### src/pkg/vrd_consts.vh
`ifndef VRD_CONSTS_VH
`define VRD_CONSTS_VH

// Register offsets, low byte of the channel address
`define VRD_OFS_RDI_PLM 8'hC9
`define VRD_OFS_RDI_TIM_UNEQ 8'hCA
`define VRD_OFS_RDI_LOP_AIS 8'hCB
`define VRD_OFS_OH_CLK_CTRL 8'hCF

// Reset values
`define VRD_RST_RDI_PLM 8'h00
`define VRD_RST_RDI_TIM_UNEQ 8'hC0
`define VRD_RST_RDI_LOP_AIS 8'hC0
`define VRD_RST_OH_CLK_CTRL 8'h00

// Field positions of the defect control registers; the PLM register keeps only the low code and enable
`define VRD_HI_CODE_MSB 7
`define VRD_HI_CODE_LSB 5
`define VRD_HI_EN_BIT 4
`define VRD_LO_CODE_MSB 3
`define VRD_LO_CODE_LSB 1
`define VRD_LO_EN_BIT 0

// Writable part of the sparse registers
`define VRD_PLM_WR_MASK 8'h0F
`define VRD_CLK_WR_MASK 8'h0F

// RDI bit field inside the G1 byte, and its non-alarm value
`define VRD_G1_RDI_MSB 3
`define VRD_G1_RDI_LSB 1
`define VRD_RDI_NORMAL 3'h0

`endif

### src/verilog/vrd_path_rdi_insert_ctrl.v
`timescale 1ns/1ps
`include "vrd_consts.vh"

module vrd_path_rdi_insert_ctrl #(
   parameter DATA_W = 8
) (
   input wire clk,
   input wire reset_n,
   // Byte-wide register port
   input wire [7:0] reg_addr,
   input wire reg_wr,
   input wire reg_rd,
   input wire [7:0] reg_wdata,
   output reg [7:0] reg_rdata,
   // Defect declarations from the receive path, levels
   input wire def_pointer_loss,
   input wire def_path_alarm,
   input wire def_unequipped,
   input wire def_trace_mismatch,
   input wire def_payload_mismatch,
   // One-cycle pulse at 19.44 MHz from the reference
   input wire ref_tick,
   output reg overhead_port_clock_out,
   // Outbound VC-3 byte stream
   input wire [DATA_W-1:0] in_data,
   input wire in_g1,
   input wire in_valid,
   output reg in_ready,
   output reg [DATA_W-1:0] out_data,
   output reg out_g1,
   output reg out_valid,
   input wire out_ready
);

   reg [7:0] rdi_ctrl_plm_q;
   reg [7:0] rdi_ctrl_tim_uneq_q;
   reg [7:0] rdi_ctrl_lop_ais_q;
   reg [7:0] overhead_port_clock_ctrl_q;
   reg [3:0] div_cnt_q;
   reg [DATA_W-1:0] skid_data_q;
   reg skid_g1_q;
   reg skid_valid_q;

   wire [3:0] overhead_clock_divider;
   wire [2:0] rdi_code;
   wire [DATA_W-1:0] ins_data;
   wire in_fire;

   // Next-state values, one per register above
   reg [7:0] rdi_ctrl_plm_d;
   reg [7:0] rdi_ctrl_tim_uneq_d;
   reg [7:0] rdi_ctrl_lop_ais_d;
   reg [7:0] overhead_port_clock_ctrl_d;
   reg [7:0] reg_rdata_d;
   reg [3:0] div_cnt_d;
   reg port_clock_d;
   reg [DATA_W-1:0] head_data_d;
   reg head_g1_d;
   reg head_valid_d;
   reg [DATA_W-1:0] skid_data_d;
   reg skid_g1_d;
   reg skid_valid_d;
   reg in_ready_d;

   // Register selects, shared by the write and read decoders
   wire sel_payload;
   wire sel_tim_uneq;
   wire sel_lop_ais;
   wire sel_clk_ctrl;

   // Fixed-priority choice of RDI code; a disabled defect is skipped
   function [2:0] pick_code;
      input [4:0] act;
      input [2:0] c_lop;
      input [2:0] c_ais;
      input [2:0] c_uneq;
      input [2:0] c_tim;
      input [2:0] c_plm;
      begin
         if (act[4]) begin
            pick_code = c_lop;
         end else if (act[3]) begin
            pick_code = c_ais;
         end else if (act[2]) begin
            pick_code = c_uneq;
         end else if (act[1]) begin
            pick_code = c_tim;
         end else if (act[0]) begin
            pick_code = c_plm;
         end else begin
            pick_code = `VRD_RDI_NORMAL;
         end
      end
   endfunction

   // Address compare; one place to change if the map ever widens
   function addr_hit;
      input [7:0] addr;
      input [7:0] ofs;
      begin
         addr_hit = (addr == ofs);
      end
   endfunction

   // Decoded once, used by both the write and the read path
   assign sel_payload = addr_hit(reg_addr, `VRD_OFS_RDI_PLM);
   assign sel_tim_uneq = addr_hit(reg_addr, `VRD_OFS_RDI_TIM_UNEQ);
   assign sel_lop_ais = addr_hit(reg_addr, `VRD_OFS_RDI_LOP_AIS);
   assign sel_clk_ctrl = addr_hit(reg_addr, `VRD_OFS_OH_CLK_CTRL);

   // Enable gates each live declaration; no latching, so insertion
   // follows the declaration byte for byte
   assign rdi_code = pick_code({
      rdi_ctrl_lop_ais_q[`VRD_HI_EN_BIT] & def_pointer_loss,
      rdi_ctrl_lop_ais_q[`VRD_LO_EN_BIT] & def_path_alarm,
      rdi_ctrl_tim_uneq_q[`VRD_LO_EN_BIT] & def_unequipped,
      rdi_ctrl_tim_uneq_q[`VRD_HI_EN_BIT] & def_trace_mismatch,
      rdi_ctrl_plm_q[`VRD_LO_EN_BIT] & def_payload_mismatch},
      rdi_ctrl_lop_ais_q[`VRD_HI_CODE_MSB:`VRD_HI_CODE_LSB],
      rdi_ctrl_lop_ais_q[`VRD_LO_CODE_MSB:`VRD_LO_CODE_LSB],
      rdi_ctrl_tim_uneq_q[`VRD_LO_CODE_MSB:`VRD_LO_CODE_LSB],
      rdi_ctrl_tim_uneq_q[`VRD_HI_CODE_MSB:`VRD_HI_CODE_LSB],
      rdi_ctrl_plm_q[`VRD_LO_CODE_MSB:`VRD_LO_CODE_LSB]);

   // Only the G1 byte is touched; the rest of the G1 passes through
   assign ins_data = in_g1 ?
      {in_data[DATA_W-1:`VRD_G1_RDI_MSB+1], rdi_code,
       in_data[`VRD_G1_RDI_LSB-1:0]} : in_data;

   assign in_fire = in_valid & in_ready;
   assign overhead_clock_divider = overhead_port_clock_ctrl_q[3:0];

   // Next register values; a write lands on the following edge
   always @* begin
      rdi_ctrl_plm_d = rdi_ctrl_plm_q;
      rdi_ctrl_tim_uneq_d = rdi_ctrl_tim_uneq_q;
      rdi_ctrl_lop_ais_d = rdi_ctrl_lop_ais_q;
      overhead_port_clock_ctrl_d = overhead_port_clock_ctrl_q;
      if (reg_wr) begin
         if (sel_payload) begin
            // Only code and enable are kept; the rest reads zero
            rdi_ctrl_plm_d = reg_wdata & `VRD_PLM_WR_MASK;
         end else if (sel_tim_uneq) begin
            rdi_ctrl_tim_uneq_d = reg_wdata;
         end else if (sel_lop_ais) begin
            rdi_ctrl_lop_ais_d = reg_wdata;
         end else if (sel_clk_ctrl) begin
            // Upper bits are not stored, so they read back as zero
            overhead_port_clock_ctrl_d =
               reg_wdata & `VRD_CLK_WR_MASK;
         end
      end
   end

   // Control registers; reset loads the documented defaults
   always @(posedge clk or negedge reset_n) begin
      if (!reset_n) begin
         rdi_ctrl_plm_q <= `VRD_RST_RDI_PLM;
         rdi_ctrl_tim_uneq_q <= `VRD_RST_RDI_TIM_UNEQ;
         rdi_ctrl_lop_ais_q <= `VRD_RST_RDI_LOP_AIS;
         overhead_port_clock_ctrl_q <= `VRD_RST_OH_CLK_CTRL;
      end else begin
         rdi_ctrl_plm_q <= rdi_ctrl_plm_d;
         rdi_ctrl_tim_uneq_q <= rdi_ctrl_tim_uneq_d;
         rdi_ctrl_lop_ais_q <= rdi_ctrl_lop_ais_d;
         overhead_port_clock_ctrl_q <= overhead_port_clock_ctrl_d;
      end
   end

   // Read mux; a read in the cycle of a write shows the old value
   always @* begin
      reg_rdata_d = reg_rdata;
      if (reg_rd) begin
         if (sel_payload) begin
            reg_rdata_d = rdi_ctrl_plm_q;
         end else if (sel_tim_uneq) begin
            reg_rdata_d = rdi_ctrl_tim_uneq_q;
         end else if (sel_lop_ais) begin
            reg_rdata_d = rdi_ctrl_lop_ais_q;
         end else if (sel_clk_ctrl) begin
            reg_rdata_d = overhead_port_clock_ctrl_q;
         end else begin
            // Unmapped addresses answer zero
            reg_rdata_d = 8'h00;
         end
      end
   end

   // Read data is registered and holds until the next read
   always @(posedge clk or negedge reset_n) begin
      if (!reset_n) begin
         reg_rdata <= 8'h00;
      end else begin
         reg_rdata <= reg_rdata_d;
      end
   end

   // Half-period counter on reference ticks; >= copes with a divider
   // lowered while the count is already past it
   always @* begin
      div_cnt_d = div_cnt_q;
      port_clock_d = overhead_port_clock_out;
      if (ref_tick) begin
         if (div_cnt_q >= overhead_clock_divider) begin
            div_cnt_d = 4'h0;
            port_clock_d = ~overhead_port_clock_out;
         end else begin
            div_cnt_d = div_cnt_q + 4'h1;
         end
      end
   end

   // Port clock leaves straight from a flip-flop, so it cannot glitch
   always @(posedge clk or negedge reset_n) begin
      if (!reset_n) begin
         div_cnt_q <= 4'h0;
         overhead_port_clock_out <= 1'b0;
      end else begin
         div_cnt_q <= div_cnt_d;
         overhead_port_clock_out <= port_clock_d;
      end
   end

   // Two-entry buffer: head drives the outputs, skid catches the word
   // accepted in the cycle the receiver stalls, so none is lost.
   // Ready is registered, which costs the skid entry but keeps the
   // upstream path free of a combinational loop through out_ready.
   always @* begin
      head_data_d = out_data;
      head_g1_d = out_g1;
      head_valid_d = out_valid;
      skid_data_d = skid_data_q;
      skid_g1_d = skid_g1_q;
      skid_valid_d = skid_valid_q;
      in_ready_d = in_ready;
      if (!out_valid || out_ready) begin
         // Head drains or is empty: refill it, skid first
         in_ready_d = 1'b1;
         if (skid_valid_q) begin
            head_data_d = skid_data_q;
            head_g1_d = skid_g1_q;
            head_valid_d = 1'b1;
            skid_valid_d = 1'b0;
         end else begin
            head_data_d = ins_data;
            head_g1_d = in_g1;
            head_valid_d = in_fire;
         end
      end else if (in_fire) begin
         // Head stalled: park the word and close the input
         skid_data_d = ins_data;
         skid_g1_d = in_g1;
         skid_valid_d = 1'b1;
         in_ready_d = 1'b0;
      end
   end

   // Buffer flip-flops; input stays closed through reset
   always @(posedge clk or negedge reset_n) begin
      if (!reset_n) begin
         out_data <= {DATA_W{1'b0}};
         out_g1 <= 1'b0;
         out_valid <= 1'b0;
         skid_data_q <= {DATA_W{1'b0}};
         skid_g1_q <= 1'b0;
         skid_valid_q <= 1'b0;
         in_ready <= 1'b0;
      end else begin
         out_data <= head_data_d;
         out_g1 <= head_g1_d;
         out_valid <= head_valid_d;
         skid_data_q <= skid_data_d;
         skid_g1_q <= skid_g1_d;
         skid_valid_q <= skid_valid_d;
         in_ready <= in_ready_d;
      end
   end

endmodule

### config.mk
export PLATFORM = sky130hd
export DESIGN_NAME = vrd_path_rdi_insert_ctrl
export DESIGN_NICKNAME = d
export VERILOG_FILES = /design/src/verilog/vrd_path_rdi_insert_ctrl.v
export VERILOG_INCLUDE_DIRS = /design/src /design/src/pkg
export SDC_FILE = /design/constraint.sdc
export NUM_CORES = 1
export LEC_CHECK = 0
export BUFFER_PORTS_ARGS = -buffer_cell sky130_fd_sc_hd__buf_2
export CAP_MARGIN = 15
export CORE_MARGIN = 2
export CORE_UTILIZATION = 52
export CTS_BUF_LIST = sky130_fd_sc_hd__clkbuf_8
export DETAILED_ROUTE_END_ITERATION = 12
export GPL_TIMING_DRIVEN = 0
export PLACE_DENSITY_LB_ADDON = 0.05
export SKIP_CTS_REPAIR_TIMING = 1
export SLEW_MARGIN = 20
export SYNTH_ARGS = -nofsm -noshare
export SYNTH_HDL_FRONTEND = slang
export SYNTH_SLANG_ARGS = --single-unit
### constraint.sdc
create_clock -name clk -period 1.9 [get_ports clk]
set_input_delay 0.095 -clock clk [delete_from_list [all_inputs] [get_ports clk]]
set_output_delay 0.095 -clock clk [all_outputs]
set_load 0.03 [all_outputs]
==> impl_metrics.py, run 1 <==
metrics = {
    "run_status": {
        "status": "complete, no violations",
    },
    "route": {
        "drc": 0,
        "vias_per_cell": 5.52,
        "first_pass_iters": 4,
        "vias": 2138,
        "totalWireLength_um": 5990,
        "antenna_left": 0,
        "dr.first_iter.drc_count": 132,
        "wl_per_cell_um": 15.5,
    },
    "worst_setup_path": {
        "start_kind": "flip-flop",
        "arrival_ps": 2000,
        "critPathRequiredTime_ps": 2130,
        "cp_slowest_cell": "a2111oi_4",
        "path_delay_family": "compound AO/OA/AOI/OAI gates",
        "cp-end-kind": "flip-flop",
        "slowest_delay_ps": 440,
        "crit_type": "flip-flop to flip-flop",
        "cp_num_buf_inv": 1,
        "crit_chain": "inv_1 -> ha_1 -> nand2b_1 -> a2111oi_4 -> nor2_2 -> o311ai_2",
        "crit_fanout": 5,
    },
    "die": {
        "design.die.area_um2": 6070,
        "fp.dieH_um": 77.9,
        "core_um2": 5200,
        "ios": 57,
        "rows": 26,
        "die_w_um": 77.9,
        "start_util": 0.546,
    },
    "finish": {
        "drive_gt1_frac": 0.366,
        "area_growth_pct": 20.3,
        "layout.nets": 355,
        "antenna_cells": 0,
        "num-fill-cells": 455,
        "multi_input_area_um2": 1270,
        "ff_latch_area_um2": 1460,
    },
    "yosys": {
        "yosys-top-cells-area": "dfrtp_1 (48%), mux2_2 (13%), mux2i_1 (4.6%), dfstp_2 (3.7%), inv_1 (2.9%)",
        "avgSynthCellArea_um2": 11.5,
        "synth_nets": 288,
        "synth_edf_count": 0,
        "ys_top_cells_by_count": "dfrtp_1 (54), mux2_2 (33), inv_1 (22), nand2_1 (14), o21ai_0 (14)",
        "dominantRegCellSynth": "dfrtp_1",
        "synth_cells": 246,
        "synthArstFlopShare": 1.00,
        "synth_top_area_share": 0.476,
        "synth_area_um2": 2840,
        "synth_cell_type_count": 41,
        "synth_most_common_cell": "dfrtp_1",
        "yosysWarnings": 0,
        "synth-seq-cells": 58,
        "yosysTopAreaCell": "dfrtp_1",
        "ys_seq_area_frac": 0.513,
    },
    "timing": {
        "skew_ps": 8.84,
        "fmax_mhz": 567,
        "fin_ws_ps": 136,
        "max_slew_margin": 0.520,
        "hold_viol": 0,
        "slew_viol_final": 0,
        "tightest_slew_ps": 720,
        "fin_crit_sh": 0.929,
        "whs_ps": 9.67,
        "post-route-min-period_ps": 1760,
        "setup_viol": 0,
    },
    "pwr": {
        "leakagePower_nw": 1.59,
        "vdd_drop_max_mv": 0.651,
        "p_per_area_nw_per_um2": 874,
    },
    "placement": {
        "io_buffers": 52,
        "place_congestion": 0.754,
        "dp_hpwl_um": 4270,
        "pre_cts_ws_ps": -52.2,
    },
    "global_route": {
        "grt-ovfl-total": 0,
        "grt_start_max_net_pins": 59,
        "grt_usage": 0.216,
        "antenna_found_initial": 0,
        "grt_pass1_wl_um": 9990,
        "grt_pass1_vias": 2054,
    },
    "clock_network": {
        "clk_pin_slew_ps": 70,
        "tritoncts": "done",
        "cts.path.max_buffers": 2,
        "clk_latency_ps": 330,
        "cts_max_level": 3,
        "root_buffer": "clkbuf_8",
        "clock-sinks": 58,
        "cts_buffers": 9,
    },
    "hold_path": {
        "hold_path_class": "input pin to flip-flop",
    },
    "job": {
        "max_cap_violations": 0,
    },
}
[cell type report]
class | instances | share of cell area
multi-input combinational | 155 | 0.372
clock inverter | 4 | 0.00549
buffer | 11 | 0.0136
timing repair buffer | 56 | 0.0886
inverter | 22 | 0.0242
sequential | 58 | 0.426
tap | 70 | 0.0256
clock buffer | 11 | 0.0443
[layer usage]
metal  share of wire  wire (µm)  GRT usage
met3           0.043        259     0.0640
met5               0          0          0
met4           0.014         85     0.0789
met1            0.48       2890      0.309
met2            0.46       2760      0.311
[state kept, by name, indices dropped and copies added (netlist names), 4 cells and up]
name and count:
reg_rdata 8, rdi_ctrl_lop_ais_q 8, div_cnt_q 4, skid_data_q 8
out_data 8, rdi_ctrl_plm_q 4, overhead_port_clock_ctrl_q 4, rdi_ctrl_tim_uneq_q 8
[metrics by stage]
stage	std cells	power [W]	cell area (µm²)	TNS [ps]	utilization
2_1_floorplan	246	0.00181	2840	0	-
3_3_place_gp	368	0.00199	3190	-49.2	0.613
3_5_place_dp	368	0.00201	3190	-52.2	0.613
4_1_cts	383	0.00299	3360	-90.6	0.646
5_1_grt	387	0.00314	3420	-11.8	0.656
6_report	387	0.00298	3420	0	0.656
[path summary, 6_finish.rpt]
check | start | endpoint | slack, ps | depth (start not counted)
worst max register to register | div_cnt_q[0]$_DFFE_PN0P_ | div_cnt_q[2]$_DFFE_PN0P_ | 140 | 6
max in group asynchronous | reset_n | out_valid$_DFFE_PN0N_ | 1050 | 2
worst min-delay path | in_data[5] | skid_data_q[5]$_DFFE_PN0P_ | 10 | 2
min in group asynchronous | reset_n | reg_rdata[0]$_DFFE_PN0P_ | 360 | 2
worst max-delay path | div_cnt_q[0]$_DFFE_PN0P_ | div_cnt_q[2]$_DFFE_PN0P_ | 140 | 6
worst min register to register | overhead_port_clock_out$_DFFE_PN0P_ | overhead_port_clock_out$_DFFE_PN0P_ | 460 | 1
[power by group]
part	switching [W]	internal, W
clock network	0.000462	0.000525
registers	0.0000857	0.00137
logic	0.000316	0.000222
[layout by cell type (no fill, tap or decap), types with 2 or more instances in the layout]
cell and count:
a32oi_1 3, o21ai_0 14, a32o_1 6, dfstp_2 4, dlygate4sd3_1 4, a31oi_1 3, o22ai_1 9, o221ai_1 4
dfrtp_1 54, mux2_2 33, buf_2 55, nor2_1 6, o2111ai_1 3, nand2_1 14, inv_1 23, nand4_1 2
nand3b_1 3, nand3_1 9, ha_1 5, nand2b_1 3, clkinv_2 3, o31a_1 3, clkbuf_1 5, clkbuf_8 11
a41oi_1 3, buf_1 2, o211ai_1 2, mux2i_1 13
[cells by family after synthesis]
kind of cell    after synthesis  share of synthesized area
flops                        58                      0.513
compound gates               55                      0.145
simple gates                 48                     0.0947
mux                          46                      0.177
buf+inv                      33                     0.0454
fa+ha+maj                     5                     0.0220
xor+xnor                      1                    0.00308
[worst register-to-register path: cells and delay by family, from the launching register on]
| family | cells | cell delay, ps |
|---|---|---|
| and+or+nand+nor | 2 | 300 |
| DFF | 1 | 400 |
| buffers and inverters | 1 | 90 |
| AOI/OAI and AO/OA | 2 | 670 |
| adders and majority gates | 1 | 220 |
No activity file was read; power rests on OpenSTA's default activity.
==> inputs of run 2 (changes only) <==
- REMOVE_ABC_BUFFERS: unset -> 1
==> run 2 against run 1 <==
Compared with the run above:
- maximum frequency grew 1.2%
- sequential power is essentially flat
- non-clock buffer count fell by 9
- final area fell by 1.3%
- critical endpoint unchanged
- clock-buffer cell count fell by 1
- first-iteration DRC count decreased by 33%
- clock power fell by 3.3%
- final cell count decreased by 2.1%
- clock skew decreased by 2.3 ps
==> impl_metrics.py, run 2 (same netlist as run 1, synthesis figures left out) <==
metrics = {
    "worst_setup_path": {
        "crit_chain": "inv_1 -> ha_1 -> nand2b_1 -> a2111oi_4 -> nor2_2 -> o311ai_2",
        "crit_type": "flip-flop to flip-flop",
        "path_delay_family": "compound AO/OA/AOI/OAI gates",
        "startpoint": "div_cnt_q[0]$_DFFE_PN0P_",
        "cp-end-kind": "flip-flop",
        "arrival_ps": 1970,
        "cp_num_buf_inv": 1,
        "r2r-start": "div_cnt_q[0]$_DFFE_PN0P_",
        "slowest_delay_ps": 420,
        "start_kind": "flip-flop",
        "critPathRequiredTime_ps": 2130,
        "crit_fanout": 5,
        "cp_slowest_cell": "a2111oi_4",
    },
    "placement": {
        "dp_cells": 361,
        "place_congestion": 0.774,
        "io_buffers": 56,
        "dp_hpwl_um": 4080,
        "pre_cts_ws_ps": -437,
    },
    "hold_path": {
        "hold_path_class": "input pin to flip-flop",
        "min_from": "reg_wdata[7]",
    },
    "job": {
        "max_cap_violations": 0,
    },
    "finish": {
        "layout_common_cells": "buf_2 (55), dfrtp_1 (54), mux2_2 (33), inv_1 (25)",
        "area_growth_pct": 18.7,
        "final_common_cell": "buf_2",
        "num-fill-cells": 439,
        "layout.nets": 346,
        "drive_gt1_frac": 0.375,
        "layoutNonFillerInstCount": 379,
        "antenna_cells": 0,
    },
    "route": {
        "vias_per_cell": 5.55,
        "first_pass_iters": 4,
        "dr.first_iter.drc_count": 88,
        "wl_per_cell_um": 15.2,
        "vias": 2104,
        "antenna_left": 0,
        "drc": 0,
        "totalWireLength_um": 5750,
    },
    "timing": {
        "max_slew_margin": 0.516,
        "rsz0062_at_grt": "false",
        "fmax_mhz": 573,
        "fin_crit_sh": 0.918,
        "setup_viol": 0,
        "hold_viol": 0,
        "fin_ws_ps": 156,
        "post-route-min-period_ps": 1740,
        "slew_viol_final": 0,
        "skew_ps": 6.54,
        "whs_ps": 18.1,
        "tightest_slew_ps": 725,
        "fin_setup_tns_ps": 0,
    },
    "die": {
        "rows": 26,
        "fp.dieH_um": 77.9,
        "start_util": 0.546,
        "ios": 57,
        "design.die.area_um2": 6070,
        "die_w_um": 77.9,
        "core_um2": 5200,
    },
    "pwr": {
        "p_seq_frac": 0.499,
        "p_switching_w": 0.000861,
        "power_w": 0.00294,
        "p_sw_frac": 0.293,
        "vdd_drop_max_mv": 0.614,
        "power_frac_clock": 0.325,
        "intPower_w": 0.00208,
        "p_per_area_nw_per_um2": 872,
        "leakagePower_nw": 1.58,
        "comb_power_share": 0.176,
    },
    "clock_network": {
        "tritoncts": "done",
        "cts.path.max_buffers": 2,
        "clk_pin_slew_ps": 60,
        "clk_latency_ps": 320,
        "cts_buffers": 9,
        "clock-sinks": 58,
        "root_buffer": "clkbuf_8",
        "cts_max_level": 3,
    },
    "global_route": {
        "grt-ovfl-total": 0,
        "antenna_found_initial": 0,
        "grt_pass1_wl_um": 9800,
        "grt_pass1_vias": 2029,
        "grt_usage": 0.207,
        "grt_start_max_net_pins": 59,
    },
    "run_status": {
        "status": "complete, no violations",
    },
}
## run 2: power groups by stage
stage          Combinational, W  Clock (W)  Sequential, W
5_1_grt                0.000577    0.00102        0.00149
3_5_place_dp           0.000511          0        0.00149
2_1_floorplan          0.000220          0        0.00157
3_3_place_gp           0.000503          0        0.00148
4_1_cts                0.000513   0.000971        0.00146
6_report               0.000518   0.000954        0.00147
## run 2: layout make-up
cell class | count | area [µm²] | share of cell area
timing repair buffer | 58 | 303 | 0.0898
clock inverter | 6 | 26.3 | 0.00780
inverter | 22 | 82.6 | 0.0245
multi-input combinational | 155 | 1280 | 0.379
tap | 70 | 87.6 | 0.0260
sequential | 58 | 1460 | 0.432
clock buffer | 10 | 138 | 0.0408
## run 2: worst register-to-register path, cell delays in order, from the launching register on
cell	delay (ps)
dfrtp_1	400
inv_1	90
ha_1	220
nand2b_1	180
a2111oi_4	420
nor2_2	120
o311ai_2	220
## run 2: metal layers
layer	global-route usage	wire length, µm
met1	0.303	2910
met2	0.312	2580
met3	0.0360	189
met4	0.0737	61
met5	0	0
## run 2: worst paths after layout
| path | to | slack, ps | cells after the start |
|---|---|---|---|
| max | div_cnt_q[2]$_DFFE_PN0P_ | 160 | 6 |
| min reg2reg | overhead_port_clock_out$_DFFE_PN0P_ | 470 | 1 |
| max in group asynchronous | out_g1$_DFFE_PN0N_ | 1040 | 2 |
| min | rdi_ctrl_tim_uneq_q[7]$_DFFE_PN1P_ | 20 | 2 |
| min in group asynchronous | reg_rdata[2]$_DFFE_PN0P_ | 360 | 2 |
| max reg2reg | div_cnt_q[2]$_DFFE_PN0P_ | 160 | 6 |
## run 2: stage by stage
step,cell area (µm²),util
finish,3370,0.648
global route,3370,0.648
CTS,3330,0.639
detailed placement,3160,0.608
global placement,3160,0.607
floorplan,2790,-
